===== src/core/phpd_params.svh =====
// Purpose: constants for the peak-and-hold pair diagnostic block
// Assumes: 100 MHz core clock
// Notes: register offsets are word addresses on the plain register port
`ifndef PHPD_PARAMS_SVH
`define PHPD_PARAMS_SVH

`define PHPD_CLK_MHZ 100
// overcurrent blanking time in ns, default figure
`define PHPD_BLANK_NS 2000
`define PHPD_BLANK_CYC ((`PHPD_BLANK_NS * `PHPD_CLK_MHZ + 999) / 1000)
// off-state diagnostic filter time in ns, default figure
`define PHPD_DIAG_NS 12400
`define PHPD_DIAG_CYC ((`PHPD_DIAG_NS * `PHPD_CLK_MHZ + 999) / 1000)

`define PHPD_ADDR_CTRL 4'h0
`define PHPD_ADDR_CMD 4'h1
`define PHPD_ADDR_DIAG_A 4'h2
`define PHPD_ADDR_DIAG_B 4'h3
`define PHPD_ADDR_STATE 4'h4

// control register fields
`define PHPD_CTRL_PAIR1_EN 0
`define PHPD_CTRL_PAIR2_EN 1
`define PHPD_CTRL_STRAT1 2
`define PHPD_CTRL_STRAT2 3
`define PHPD_CTRL_SRC_LSB 4
`define PHPD_CTRL_RESET 8'h00

`define PHPD_CODE_OC_PIN 3'h0
`define PHPD_CODE_OC 3'h1
`define PHPD_CODE_STB 3'h2
`define PHPD_CODE_STG 3'h3
`define PHPD_CODE_NO_FAIL 3'h4
`define PHPD_CODE_NO_OC 3'h5
`define PHPD_CODE_NO_OFF 3'h6
`define PHPD_CODE_NO_DIAG 3'h7

`endif


===== src/core/phpd_pkg.sv =====
// Purpose: shared types for the peak-and-hold pair diagnostic block
// Assumes: nothing
// Notes: codes are 3-bit diagnostic latch contents
package phpd_pkg;
    typedef logic [2:0] phpd_code_t;
    typedef enum logic [1:0] {PHPD_OFF_IDLE, PHPD_OFF_RUN, PHPD_OFF_DONE} phpd_off_st_t;
endpackage


===== src/core/phpd_timer.sv =====
// Purpose: restartable down counter with expiry level
// Assumes: start has priority over counting
// Notes: expired stays high until hold drops or the next start
module phpd_timer #(
    parameter int CYCLES = 20
) (
    input wire logic clk_in,
    input wire logic resetn_in,
    input wire logic start_in,
    input wire logic hold_in,
    output logic expired_out
);
    localparam int W = $clog2(CYCLES + 1);
    logic [W-1:0] cnt_ff;

    always_ff @(posedge clk_in or negedge resetn_in) begin
        if (!resetn_in) begin
            cnt_ff <= '0;
        end else if (start_in) begin
            cnt_ff <= W'(CYCLES);
        end else if (!hold_in) begin
            cnt_ff <= '0;
        end else if (cnt_ff != '0) begin
            cnt_ff <= cnt_ff - 1'b1;
        end
    end

    // expires only after a start, while held, once the count has run out
    always_ff @(posedge clk_in or negedge resetn_in) begin
        if (!resetn_in) begin
            expired_out <= 1'b0;
        end else begin
            expired_out <= hold_in && !start_in && (expired_out || cnt_ff == W'(1));
        end
    end
endmodule


===== src/core/phpd_latch.sv =====
// Purpose: one channel diagnostic latch with fixed priority
// Assumes: lower code value has higher priority for faults
// Notes: clear is applied first, then a simultaneous new code is merged into the cleared latch
`include "phpd_params.svh"
module phpd_latch
    import phpd_pkg::*;
(
    input wire logic clk_in,
    input wire logic resetn_in,
    input wire logic clear_in,
    input wire logic upd_in,
    input wire phpd_pkg::phpd_code_t code_in,
    output phpd_pkg::phpd_code_t code_out
);
    phpd_code_t nxt_code;

    function automatic phpd_code_t merge(input phpd_code_t cur, input phpd_code_t nw);
        phpd_code_t r;
        r = cur;
        if (nw < `PHPD_CODE_NO_FAIL) begin
            if (cur >= `PHPD_CODE_NO_FAIL || nw < cur) begin
                r = nw;
            end
        end else if (cur >= `PHPD_CODE_NO_FAIL) begin
            // clean reports combine toward no failure
            if (cur == `PHPD_CODE_NO_DIAG) begin
                r = nw;
            end else if (cur != nw && nw != `PHPD_CODE_NO_DIAG) begin
                r = `PHPD_CODE_NO_FAIL;
            end
        end
        return r;
    endfunction

    always_comb begin
        nxt_code = merge(clear_in ? `PHPD_CODE_NO_DIAG : code_out, code_in);
    end

    always_ff @(posedge clk_in or negedge resetn_in) begin
        if (!resetn_in) begin
            code_out <= `PHPD_CODE_NO_DIAG;
        end else if (upd_in) begin
            code_out <= nxt_code;
        end else if (clear_in) begin
            code_out <= `PHPD_CODE_NO_DIAG;
        end
    end
endmodule


===== src/core/phpd_core.sv =====
// Purpose: peak-and-hold pair control source selection and diagnosis
// Assumes: fault comparator inputs are asynchronous; register port synchronous
// Notes: channels indexed 0..3 for channels 1..4
`include "phpd_params.svh"
module phpd_core
    import phpd_pkg::*;
#(
    parameter int BLANK_CYC = `PHPD_BLANK_CYC,
    parameter int DIAG_CYC = `PHPD_DIAG_CYC
) (
    input wire logic CLK_IN,
    input wire logic RESETN_IN,
    input wire logic [3:0] DIRECT_ON_PIN_N_IN,
    input wire logic [3:0] OVERCURRENT_IN,
    input wire logic [3:0] SHORT_TO_BATTERY_IN,
    input wire logic [3:0] SHORT_TO_GROUND_IN,
    input wire logic [3:0] OPEN_LOAD_IN,
    input wire logic [3:0] ABOVE_OPEN_LOAD_THRESHOLD_IN,
    input wire logic [3:0] REG_ADDR_IN,
    input wire logic [7:0] REG_WDATA_IN,
    input wire logic REG_WR_IN,
    input wire logic REG_RD_IN,
    output logic [7:0] REG_RDATA_OUT,
    output logic [3:0] CHANNEL_ON_OUT,
    output logic [3:0] FAST_DISCHARGE_OUT,
    output logic [11:0] DIAG_CODES_OUT
);
    import phpd_pkg::*;

    logic [3:0] pin_s1_ff, pin_s2_ff;
    logic [3:0] oc_s1_ff, oc_s2_ff;
    logic [3:0] stb_s1_ff, stb_s2_ff;
    logic [3:0] stg_s1_ff, stg_s2_ff;
    logic [3:0] ol_s1_ff, ol_s2_ff;
    logic [3:0] vol_s1_ff, vol_s2_ff;
    logic [7:0] ctrl_ff;
    logic [3:0] cmd_ff;
    logic [3:0] cmd_on;
    logic [3:0] prev_on_ff;
    logic [3:0] trip_ff;
    logic [3:0] partner;
    logic [3:0] paired;
    logic [3:0] strat;
    logic [3:0] both_on;
    logic [3:0] both_off;
    logic [3:0] blank_done;
    logic [3:0] diag_done;
    logic [3:0] diag_start;
    logic [3:0] on_upd;
    logic [3:0] clr;
    phpd_code_t on_code [4];
    phpd_code_t off_code [4];
    phpd_code_t new_code [4];
    logic [3:0] upd;
    phpd_code_t latch_q [4];

    // two-stage synchronisers for all pin-side inputs
    always_ff @(posedge CLK_IN or negedge RESETN_IN) begin
        if (!RESETN_IN) begin
            pin_s1_ff <= 4'hf;
            pin_s2_ff <= 4'hf;
            oc_s1_ff <= 4'h0;
            oc_s2_ff <= 4'h0;
            stb_s1_ff <= 4'h0;
            stb_s2_ff <= 4'h0;
            stg_s1_ff <= 4'h0;
            stg_s2_ff <= 4'h0;
            ol_s1_ff <= 4'h0;
            ol_s2_ff <= 4'h0;
            vol_s1_ff <= 4'h0;
            vol_s2_ff <= 4'h0;
        end else begin
            pin_s1_ff <= DIRECT_ON_PIN_N_IN;
            pin_s2_ff <= pin_s1_ff;
            oc_s1_ff <= OVERCURRENT_IN;
            oc_s2_ff <= oc_s1_ff;
            stb_s1_ff <= SHORT_TO_BATTERY_IN;
            stb_s2_ff <= stb_s1_ff;
            stg_s1_ff <= SHORT_TO_GROUND_IN;
            stg_s2_ff <= stg_s1_ff;
            ol_s1_ff <= OPEN_LOAD_IN;
            ol_s2_ff <= ol_s1_ff;
            vol_s1_ff <= ABOVE_OPEN_LOAD_THRESHOLD_IN;
            vol_s2_ff <= vol_s1_ff;
        end
    end

    // register writes
    always_ff @(posedge CLK_IN or negedge RESETN_IN) begin
        if (!RESETN_IN) begin
            ctrl_ff <= `PHPD_CTRL_RESET;
            cmd_ff <= 4'h0;
        end else if (REG_WR_IN) begin
            if (REG_ADDR_IN == `PHPD_ADDR_CTRL) begin
                ctrl_ff <= REG_WDATA_IN;
            end else if (REG_ADDR_IN == `PHPD_ADDR_CMD) begin
                cmd_ff <= REG_WDATA_IN[3:0];
            end
        end
    end

    // register reads, data one cycle after the strobe
    always_ff @(posedge CLK_IN or negedge RESETN_IN) begin
        if (!RESETN_IN) begin
            REG_RDATA_OUT <= 8'h00;
        end else if (REG_RD_IN) begin
            if (REG_ADDR_IN == `PHPD_ADDR_CTRL) begin
                REG_RDATA_OUT <= ctrl_ff;
            end else if (REG_ADDR_IN == `PHPD_ADDR_CMD) begin
                REG_RDATA_OUT <= {4'h0, cmd_ff};
            end else if (REG_ADDR_IN == `PHPD_ADDR_DIAG_A) begin
                REG_RDATA_OUT <= {2'h0, latch_q[1], latch_q[0]};
            end else if (REG_ADDR_IN == `PHPD_ADDR_DIAG_B) begin
                REG_RDATA_OUT <= {2'h0, latch_q[3], latch_q[2]};
            end else if (REG_ADDR_IN == `PHPD_ADDR_STATE) begin
                REG_RDATA_OUT <= {trip_ff, CHANNEL_ON_OUT};
            end else begin
                REG_RDATA_OUT <= 8'h00;
            end
        end else begin
            REG_RDATA_OUT <= 8'h00;
        end
    end

    // readout clears both codes held in the addressed register
    always_comb begin
        clr = 4'h0;
        if (REG_RD_IN && REG_ADDR_IN == `PHPD_ADDR_DIAG_A) begin
            clr = 4'h3;
        end else if (REG_RD_IN && REG_ADDR_IN == `PHPD_ADDR_DIAG_B) begin
            clr = 4'hc;
        end
    end

    // pair grouping: ch1-ch4 (idx 0,3) and ch2-ch3 (idx 1,2)
    always_comb begin
        partner = {cmd_on[0], cmd_on[1], cmd_on[2], cmd_on[3]};
        paired = {ctrl_ff[`PHPD_CTRL_PAIR1_EN], ctrl_ff[`PHPD_CTRL_PAIR2_EN],
                  ctrl_ff[`PHPD_CTRL_PAIR2_EN], ctrl_ff[`PHPD_CTRL_PAIR1_EN]};
        strat = {ctrl_ff[`PHPD_CTRL_STRAT1], ctrl_ff[`PHPD_CTRL_STRAT2],
                 ctrl_ff[`PHPD_CTRL_STRAT2], ctrl_ff[`PHPD_CTRL_STRAT1]};
    end

    // per-channel command from pin or register; no regulation applied
    always_comb begin
        for (int i = 0; i < 4; i++) begin
            cmd_on[i] = ctrl_ff[`PHPD_CTRL_SRC_LSB + i] ? cmd_ff[i] : !pin_s2_ff[i];
        end
        both_on = cmd_on & partner;
        both_off = ~cmd_on & ~partner;
    end

    always_ff @(posedge CLK_IN or negedge RESETN_IN) begin
        if (!RESETN_IN) begin
            prev_on_ff <= 4'h0;
        end else begin
            prev_on_ff <= cmd_on;
        end
    end

    // overcurrent trip holds the fet off until the channel is commanded off
    always_ff @(posedge CLK_IN or negedge RESETN_IN) begin
        if (!RESETN_IN) begin
            trip_ff <= 4'h0;
        end else begin
            trip_ff <= (trip_ff | (oc_s2_ff & cmd_on)) & cmd_on;
        end
    end

    assign CHANNEL_ON_OUT = cmd_on & ~trip_ff;
    // high sides are idx 0 and 1
    assign FAST_DISCHARGE_OUT = {2'b00, vol_s2_ff[1:0] & ~cmd_on[1:0]};

    function automatic int partner_idx(input int i);
        return 3 - i;
    endfunction

    // off-state filter start: own switch-off, or in pair partner turns on alone
    always_comb begin
        for (int i = 0; i < 4; i++) begin
            diag_start[i] = (prev_on_ff[i] && !cmd_on[i])
                || (paired[i] && !cmd_on[i] && partner[i] && !prev_on_ff[partner_idx(i)]);
        end
    end

    // on-state codes and update qualification
    always_comb begin
        for (int i = 0; i < 4; i++) begin
            on_upd[i] = cmd_on[i] && (!paired[i] || partner[i]);
            if (oc_s2_ff[i] && paired[i] && oc_s2_ff[partner_idx(i)]) begin
                on_code[i] = `PHPD_CODE_OC_PIN;
            end else if (oc_s2_ff[i] && !blank_done[i]) begin
                on_code[i] = `PHPD_CODE_OC_PIN;
            end else if (oc_s2_ff[i]) begin
                on_code[i] = `PHPD_CODE_OC;
            end else if (blank_done[i]) begin
                on_code[i] = `PHPD_CODE_NO_OC;
            end else begin
                on_code[i] = `PHPD_CODE_NO_DIAG;
            end
        end
    end

    // off-state codes after the filter time
    always_comb begin
        for (int i = 0; i < 4; i++) begin
            if (paired[i] && both_off[i]) begin
                off_code[i] = strat[i] ? `PHPD_CODE_NO_DIAG : `PHPD_CODE_NO_OFF;
            end else if (stb_s2_ff[i]) begin
                off_code[i] = `PHPD_CODE_STB;
            end else if (stg_s2_ff[i]) begin
                off_code[i] = `PHPD_CODE_STG;
            end else if (ol_s2_ff[i]) begin
                // open load shares the short-to-battery code
                off_code[i] = `PHPD_CODE_STB;
            end else begin
                off_code[i] = `PHPD_CODE_NO_OFF;
            end
        end
    end

    // combine into one update per channel; merge in latch gives 100
    always_comb begin
        for (int i = 0; i < 4; i++) begin
            if (on_upd[i]) begin
                new_code[i] = on_code[i];
                upd[i] = on_code[i] != `PHPD_CODE_NO_DIAG;
            end else if (!cmd_on[i] && diag_done[i]) begin
                new_code[i] = off_code[i];
                upd[i] = 1'b1;
            end else begin
                new_code[i] = `PHPD_CODE_NO_DIAG;
                upd[i] = 1'b0;
            end
        end
    end

    genvar g;
    generate
        for (g = 0; g < 4; g++) begin : gen_ch
            phpd_timer #(.CYCLES(BLANK_CYC)) u_blank (
                .clk_in(CLK_IN),
                .resetn_in(RESETN_IN),
                .start_in(cmd_on[g] && !prev_on_ff[g]),
                .hold_in(cmd_on[g]),
                .expired_out(blank_done[g])
            );
            phpd_timer #(.CYCLES(DIAG_CYC)) u_diag (
                .clk_in(CLK_IN),
                .resetn_in(RESETN_IN),
                .start_in(diag_start[g]),
                .hold_in(!cmd_on[g]),
                .expired_out(diag_done[g])
            );
            phpd_latch u_latch (
                .clk_in(CLK_IN),
                .resetn_in(RESETN_IN),
                .clear_in(clr[g]),
                .upd_in(upd[g]),
                .code_in(new_code[g]),
                .code_out(latch_q[g])
            );
            assign DIAG_CODES_OUT[3*g +: 3] = latch_q[g];
        end
    endgenerate
endmodule


===== config.mk =====
export PLATFORM = sky130hd
export DESIGN_NAME = phpd_core
export DESIGN_NICKNAME = d
export VERILOG_FILES = /design/src/core/phpd_pkg.sv /design/src/core/phpd_timer.sv /design/src/core/phpd_latch.sv /design/src/core/phpd_core.sv
export VERILOG_INCLUDE_DIRS = /design/src /design/src/core
export SDC_FILE = /design/constraint.sdc
export NUM_CORES = 1
export LEC_CHECK = 0
export ABC_AREA = 1
export BUFFER_PORTS_ARGS = -buffer_cell sky130_fd_sc_hd__buf_2
export CAP_MARGIN = 20
export CELL_PAD_IN_SITES_DETAIL_PLACEMENT = 0
export CELL_PAD_IN_SITES_GLOBAL_PLACEMENT = 1
export CORE_MARGIN = 2
export CORE_UTILIZATION = 30
export DETAILED_ROUTE_END_ITERATION = 8
export PLACE_DENSITY = 0.53
export SLEW_MARGIN = 0
export SYNTH_ARGS = -nofsm -noshare
export SYNTH_HDL_FRONTEND = slang
export SYNTH_SLANG_ARGS = --single-unit

===== constraint.sdc =====
create_clock -name CLK_IN -period 4.9 [get_ports CLK_IN]
set_input_delay 0.49 -clock CLK_IN [delete_from_list [all_inputs] [get_ports CLK_IN]]
set_output_delay 0.49 -clock CLK_IN [all_outputs]
set_load 0.02 [all_outputs]

# Word-level counts from Yosys, hierarchy flattened
# Cells that the tools add are included.
# totals
in_bits	40
elab_cells	341
register_bits	168
# classes
eq_ne	32
n_lt_le_gt_ge	12
addsub	8
n_bitwise	11
n_reduce_logical	127
muxes	114
# ops
op	n
3-bit 2-to-1 mux	64
8-bit 2-to-1 mux	18
11-bit 2-to-1 mux	12
1-bit logical AND	66
11-bit by 1-bit equality test with 1-bit output, second input constant	4
11-bit nonzero test	4
11-bit by 1-bit subtractor with 11-bit output, second input constant	4
8-bit by 1-bit equality test with 1-bit output, second input constant	4
8-bit nonzero test	4
8-bit by 1-bit subtractor with 8-bit output, second input constant	4
1-bit zero test	26
3-bit inequality test, second input constant	8
1-bit logical OR	20
4-bit AND	4
1-bit 2-to-1 mux	14
3-bit equality test, second input constant	4
3-bit >= comparator, second input constant	4
3-bit < comparator	4
3-bit < comparator, second input constant	4
3-bit by 2-bit inequality test with 1-bit output, second input constant	4
3-bit inequality test	4
4-bit inverter	3
3-bit nonzero test	4
4-bit by 2-bit equality test with 1-bit output, second input constant	2
11 further kinds	15

# Depth between registers and ports, before layout
# depth
ltp_word	15
depth_mapped	15
depth_no_buf	15

# By module
# Synthesis repeated with hierarchy kept, for this count alone.
# hier_totals
cells_unflattened	1273
hier_area_um2	9923.3
# modules_own_cells
module	area_each_um2	cells_per_inst	instances
phpd_core	3022.9	323	1
phpd_timer at gen_ch[0].u_diag ...	784.5	108	3
phpd_timer at gen_ch[0].u_blank ...	564.3	71	4
phpd_latch	384.1	61	4
phpd_timer at gen_ch[3].u_diag	753.2	98	1

# Least setup slack after synthesis
# No wires, ideal clock.
# synth_path
path_kind	register -> register
from	reg pin_s2_ff[2]
to	reg gen_ch[2].u_latch.code_out[0]
path_buffers	0
stages_incl_launch_ff	15
arrival_time_ns	2.135
path_slack_ns	2.685
synth_period_minus_slack_ns	2.215
setup_time_ns	0.080
cell_sequence	dfstp_2 inv_1 nand2_2 nand2_4 inv_2 nand2_2 o22ai_1 inv_1 ha_1 inv_1 nand2_1 o21ai_0 nand2_1 o211ai_1 nand2_1
# synth_via
elab_chain_cells	15
# synth_lines
element	line_no	rtl
start, declared	phpd_core.sv:30	logic [3:0] pin_s1_ff, pin_s2_ff;
start signal, assigned	phpd_core.sv:74	pin_s2_ff <= pin_s1_ff;
1-bit zero test *	phpd_core.sv:147	cmd_on[i] = ctrl_ff[`PHPD_CTRL_SRC_LSB + i] ? cmd_ff[i] : !pin_s2_ff[i];
1-bit 2-to-1 mux *	phpd_core.sv:147	
4-bit inverter	phpd_core.sv:150	both_off = ~cmd_on & ~partner;
4-bit AND	phpd_core.sv:150	
1-bit logical AND	phpd_core.sv:207	if (paired[i] && both_off[i]) begin
3-bit 2-to-1 mux	phpd_core.sv:207	
3-bit 2-to-1 mux	phpd_core.sv:228	end else if (!cmd_on[i] && diag_done[i]) begin
3-bit 2-to-1 mux	phpd_core.sv:225	if (on_upd[i]) begin
3-bit inequality test, on equally long branches	n/a	
1-bit logical AND (no line)	n/a	
3-bit 2-to-1 mux	phpd_latch.sv:28	end else if (cur != nw && nw != `PHPD_CODE_NO_DIAG) begin
3-bit 2-to-1 mux	phpd_latch.sv:26	if (cur == `PHPD_CODE_NO_DIAG) begin
3-bit 2-to-1 mux	phpd_latch.sv:24	end else if (cur >= `PHPD_CODE_NO_FAIL) begin
3-bit 2-to-1 mux	phpd_latch.sv:20	if (nw < `PHPD_CODE_NO_FAIL) begin
3-bit 2-to-1 mux *	phpd_latch.sv:42	end else if (upd_in) begin
end signal, assigned	phpd_latch.sv:41	code_out <= `PHPD_CODE_NO_DIAG;
end signal, assigned	phpd_latch.sv:43	code_out <= nxt_code;
end signal, assigned	phpd_latch.sv:45	code_out <= `PHPD_CODE_NO_DIAG;
end, declared	phpd_latch.sv:13	output phpd_pkg::phpd_code_t code_out
# Mark *: on every way between the ends. The rest lies on a longest branch, timed or not.
# A chain may end at the register's enable or synchronous reset.

# Final worst setup path
# layout_path
from	reg pin_s2_ff[0]
to	reg gen_ch[0].u_latch.code_out[1]
# layout_via
elab_chain_cells	15
# layout_lines
element	line_no
1-bit zero test *	phpd_core.sv:147
1-bit 2-to-1 mux *	phpd_core.sv:147
4-bit inverter	phpd_core.sv:150
4-bit AND	phpd_core.sv:150
1-bit logical AND	phpd_core.sv:207
3-bit 2-to-1 mux	phpd_core.sv:207
3-bit 2-to-1 mux	phpd_core.sv:228
3-bit 2-to-1 mux	phpd_core.sv:225
3-bit inequality test, on equally long branches	n/a
1-bit logical AND (no line)	n/a
3-bit 2-to-1 mux	phpd_latch.sv:28
3-bit 2-to-1 mux	phpd_latch.sv:26
3-bit 2-to-1 mux	phpd_latch.sv:24
3-bit 2-to-1 mux	phpd_latch.sv:20
3-bit 2-to-1 mux *	phpd_latch.sv:42
end signal, assigned	phpd_latch.sv:41
end signal, assigned	phpd_latch.sv:43
end signal, assigned	phpd_latch.sv:45
end, declared	phpd_latch.sv:13
# Marks and branches as above.

==> metrics <==
combinational fraction of design power=41.5%; largest fanout on the critical path=11; number of slew-limit violations in the final report=0; cell-internal power=3.35 mW; TritonCTS clock tree=built; Worst EP required=5280 ps; Placeable Area=29,400 um2; Post-Route Setup TNS=0 ps; global routing usage on met2=22.7%; main flop type after synthesis=sky130_fd_sc_hd__dfrtp_1; weighted congestion at the end of routability-driven global placement=0.782; Post-DRT Antenna Nets=0; net count of the finished layout=1,185; Unique masters post-synth=52; insertion delay of the later-clocked pin in the worst-skew pair=440 ps; num ports=68; worst ir drop on vdd=230 uV; Hold Buf Count CTS=0; site row count=63; part of the total power dissipated in the clock network=23.2%; fraction of post-synthesis cell area in the top cell type by area=41.6%; share of the clock period used by the worst path=57.9%; total setup buffers inserted after CTS=0; setup repair after global routing missed its margin=no; count of final setup violators=0; number of CTS-inserted buffers=17; final routed DRC violation total=0; cell types occupying the most area after synthesis=sky130_fd_sc_hd__dfrtp_1, sky130_fd_sc_hd__nand2_1, sky130_fd_sc_hd__inv_1, sky130_fd_sc_hd__dfstp_2, sky130_fd_sc_hd__a21oi_1; DP HPWL=16,500 um; setup skew after layout=11.7 ps; initial standard-cell utilization of the core=30.3%; horizontal extent of the die=176 um; fraction of final layout cells sized beyond drive strength 1=19.0%; sequential share of the synthesized area=47.5%; post-CTS sizing=0; sequential fraction of design power=35.3%; run status=finished clean; Overflow after GRT=0; average detailed-routed wire length per instance=14.6 um; static leakage=5.04 nW; post-detailed-route via-to-cell ratio=4.46; hold crit path type=primary input to asynchronous set/reset pin; clock root buffer=sky130_fd_sc_hd__clkbuf_16; Worst setup EP type=register; actual slew at the worst max-slew pin=833 ps; data arrival at the endpoint of the critical path=3220 ps; overall die area=31,100 um2; total standard cell area after synthesis=8910 um2; Mapped Avg Cell Area=8.62 um2; count of flip-flops with a built-in enable after synthesis=0; Post-Syn Instances=1,033; first-pass GRT wire length=36,600 um; die extent in y=176 um; number of DRC markers in iteration 0=392; H-tree depth reported by CTS=4; worst slew slack as a fraction of its limit=44.5%; clock tree buffer depth=2; peak-usage layer in the global routing report=met2; max-cap violation count=0; number of antenna violations at the first check in global routing=2; worst hold-check slack=94.6 ps; power dissipated by switching net loads=2.50 mW; number of global-route vias before repair=6,801; wirelength, routed=22,100 um; largest net degree at the start of global routing=88; flip-flop and latch count after synthesis=168; Worst setup SP type=register; met3 Use GR=3.27%; count of endpoints failing hold in the final timing report=0; Clock transition at path regs=70 ps; Achievable Freq=353 MHz; iteration count of the initial detailed-routing pass=4; time the worst path needs with I/O delays and setup=2840 ps; clock tree sinks=168; count of input and output buffers=63; signed area change from the synthesized netlist to the final layout=15.1%; switching part of the total=42.7%; fraction of met1 tracks used by global routing=22.1%; vias=6,758; cell taking the most area after synthesis=sky130_fd_sc_hd__dfrtp_1; Async SR Flop Fraction=100%; All-Layer GR Usage=15.2%; class of the most critical setup path=register to register; Yosys Warn Count=0; total power divided by cell area=570 nW/um2
==> per-stage QoR <==
step	area [um2]	setup slack, ps	std cells	util, %	power [mW]
after floorplan	8910	2690	1034	-	3.92
after global placement	9670	2040	1480	32.9	4.56
after detailed placement	9670	2040	1480	32.9	4.55
after CTS	10200	2010	1512	34.8	5.94
after global routing	10200	1760	1512	34.8	6.40
final	10200	2060	1514	34.9	5.85
==> registers in the layout, summed over array words and instances, names as in the netlist, 4 cells and up <==
name	cells
gen_ch.u_diag.cnt_ff	44
gen_ch.u_blank.cnt_ff	32
gen_ch.u_latch.code_out	12
REG_RDATA_OUT	8
ctrl_ff	8
cmd_ff	4
gen_ch.u_blank.expired_out	4
gen_ch.u_diag.expired_out	4
oc_s1_ff	4
oc_s2_ff	4
ol_s1_ff	4
ol_s2_ff	4
pin_s1_ff	4
pin_s2_ff	4
prev_on_ff	4
stb_s1_ff	4
stb_s2_ff	4
stg_s1_ff	4
stg_s2_ff	4
trip_ff	4
==> cell usage after synthesis (2+ instances only) <==
library cell                 n
sky130_fd_sc_hd__o211ai_1    8
sky130_fd_sc_hd__a211oi_2    4
sky130_fd_sc_hd__inv_1     156
sky130_fd_sc_hd__o31ai_1     9
sky130_fd_sc_hd__a21oi_2     4
sky130_fd_sc_hd__nor3_4      3
sky130_fd_sc_hd__or2_1       2
sky130_fd_sc_hd__dfrtp_1   148
sky130_fd_sc_hd__o21ai_1     9
sky130_fd_sc_hd__xnor2_1     9
sky130_fd_sc_hd__ha_1       36
sky130_fd_sc_hd__nor3_1     18
sky130_fd_sc_hd__o21ai_2     3
sky130_fd_sc_hd__o221ai_1    2
sky130_fd_sc_hd__nor2_4      7
sky130_fd_sc_hd__dfstp_2    20
sky130_fd_sc_hd__o21ai_0    46
sky130_fd_sc_hd__a31oi_1    11
sky130_fd_sc_hd__nor4_1     10
sky130_fd_sc_hd__buf_6       3
sky130_fd_sc_hd__nand2_2    16
sky130_fd_sc_hd__nor2_2     12
sky130_fd_sc_hd__buf_2       2
sky130_fd_sc_hd__nor2_1    103
sky130_fd_sc_hd__a21oi_1    90
sky130_fd_sc_hd__xor2_1     21
sky130_fd_sc_hd__o22ai_1     9
sky130_fd_sc_hd__a211oi_1    5
sky130_fd_sc_hd__nand4_1     7
sky130_fd_sc_hd__nand3_1    36
sky130_fd_sc_hd__inv_2      18
sky130_fd_sc_hd__nand2_4    11
sky130_fd_sc_hd__nand3_2     4
sky130_fd_sc_hd__nand3b_1    3
sky130_fd_sc_hd__inv_4       3
sky130_fd_sc_hd__nand2_1   165
sky130_fd_sc_hd__buf_4       3
sky130_fd_sc_hd__or2_2       3
==> worst paths after layout <==
path / startpoint / to / slack [ps] / cells after the start
worst max-delay path: pin_s2_ff[0]$_DFF_PN1_ / gen_ch[0].u_latch.code_out[1]$_DFF_PN1_ / 2060 / 15
worst min-delay path: RESETN_IN / gen_ch[0].u_diag.cnt_ff[6]$_DFFE_PN0P_ / 90 / 1
worst max register to register: pin_s2_ff[0]$_DFF_PN1_ / gen_ch[0].u_latch.code_out[1]$_DFF_PN1_ / 2060 / 15
worst min register to register: stg_s1_ff[1]$_DFF_PN0_ / stg_s2_ff[1]$_DFF_PN0_ / 340 / 0
max in group asynchronous: RESETN_IN / gen_ch[2].u_blank.cnt_ff[3]$_DFFE_PN0P_ / 3720 / 2
min in group CLK_IN: DIRECT_ON_PIN_N_IN[3] / pin_s1_ff[3]$_DFF_PN1_ / 140 / 1
==> layout make-up <==
type	count	area, um2
diodes	2	5.00
clock buffers	19	443
clock inverters	13	135
fillers	3134	19200
inverters	177	672
multi-input cells	680	3940
flip-flops and latches	168	4230
well taps	390	488
repair buffers	65	337
==> logic make-up (layout without fill, tap and decap cells) <==
family / after synthesis / count (layout) / synth area share [%]
flip-flops: 168 / 168 / 47.5
buffers and inverters: 186 / 274 / 8.33
AND/OR/NAND/NOR: 404 / 404 / 22.2
other: 1 / 4 / 0.0421
adder cells (fa/ha/maj): 36 / 36 / 5.06
AO/OA/AOI/OAI: 208 / 208 / 13.9
XOR/XNOR: 30 / 30 / 2.95
==> worst max-delay path: stages (launching register included) <==
cell and delay [ps]:
sky130_fd_sc_hd__dfstp_2 520, sky130_fd_sc_hd__inv_1 40, sky130_fd_sc_hd__nand2_2 70, sky130_fd_sc_hd__nand2_2 240
sky130_fd_sc_hd__inv_2 340, sky130_fd_sc_hd__nand2_1 230, sky130_fd_sc_hd__o22ai_4 240, sky130_fd_sc_hd__inv_2 90
sky130_fd_sc_hd__ha_1 290, sky130_fd_sc_hd__inv_1 90, sky130_fd_sc_hd__nand2_1 50, sky130_fd_sc_hd__o21ai_0 150
sky130_fd_sc_hd__nand2_1 130, sky130_fd_sc_hd__a21oi_2 130, sky130_fd_sc_hd__o21ai_0 90, sky130_fd_sc_hd__nand2_1 70
==> power groups by stage <==
stage	clock network, mW	logic, mW	registers (mW)
2_1_floorplan	0	1.85	2.07
3_3_place_gp	0	2.46	2.10
3_5_place_dp	0	2.45	2.10
4_1_cts	1.40	2.46	2.07
5_1_grt	1.46	2.82	2.12
6_report	1.35	2.43	2.06
==> per-layer routing <==
layer	vias up	wire [um]
met5	-	0
met4	0	225
met3	14	639
met2	70	9520
met1	3171	11700
li1	3503	-
==> cells in the final DEF (no fill, tap or decap), drive strengths merged, types with 8 or more instances in the layout <==
master  netlist  layout
ha           36      36
xor2         21      21
o211ai        8       8
nand4         9       9
a31oi        11      11
a211oi        9       9
nand3        40      40
nor2        122     122
inv         177     183
nor4         11      11
nor3         21      21
dfrtp       148     148
buf           8      65
xnor2         9       9
dfstp        20      20
nand2       192     192
a21oi        94      94
o22ai        11      11
o21ai        59      59
o31ai        10      10
clkbuf        1      19
No activity file was read; power rests on OpenSTA's default activity.
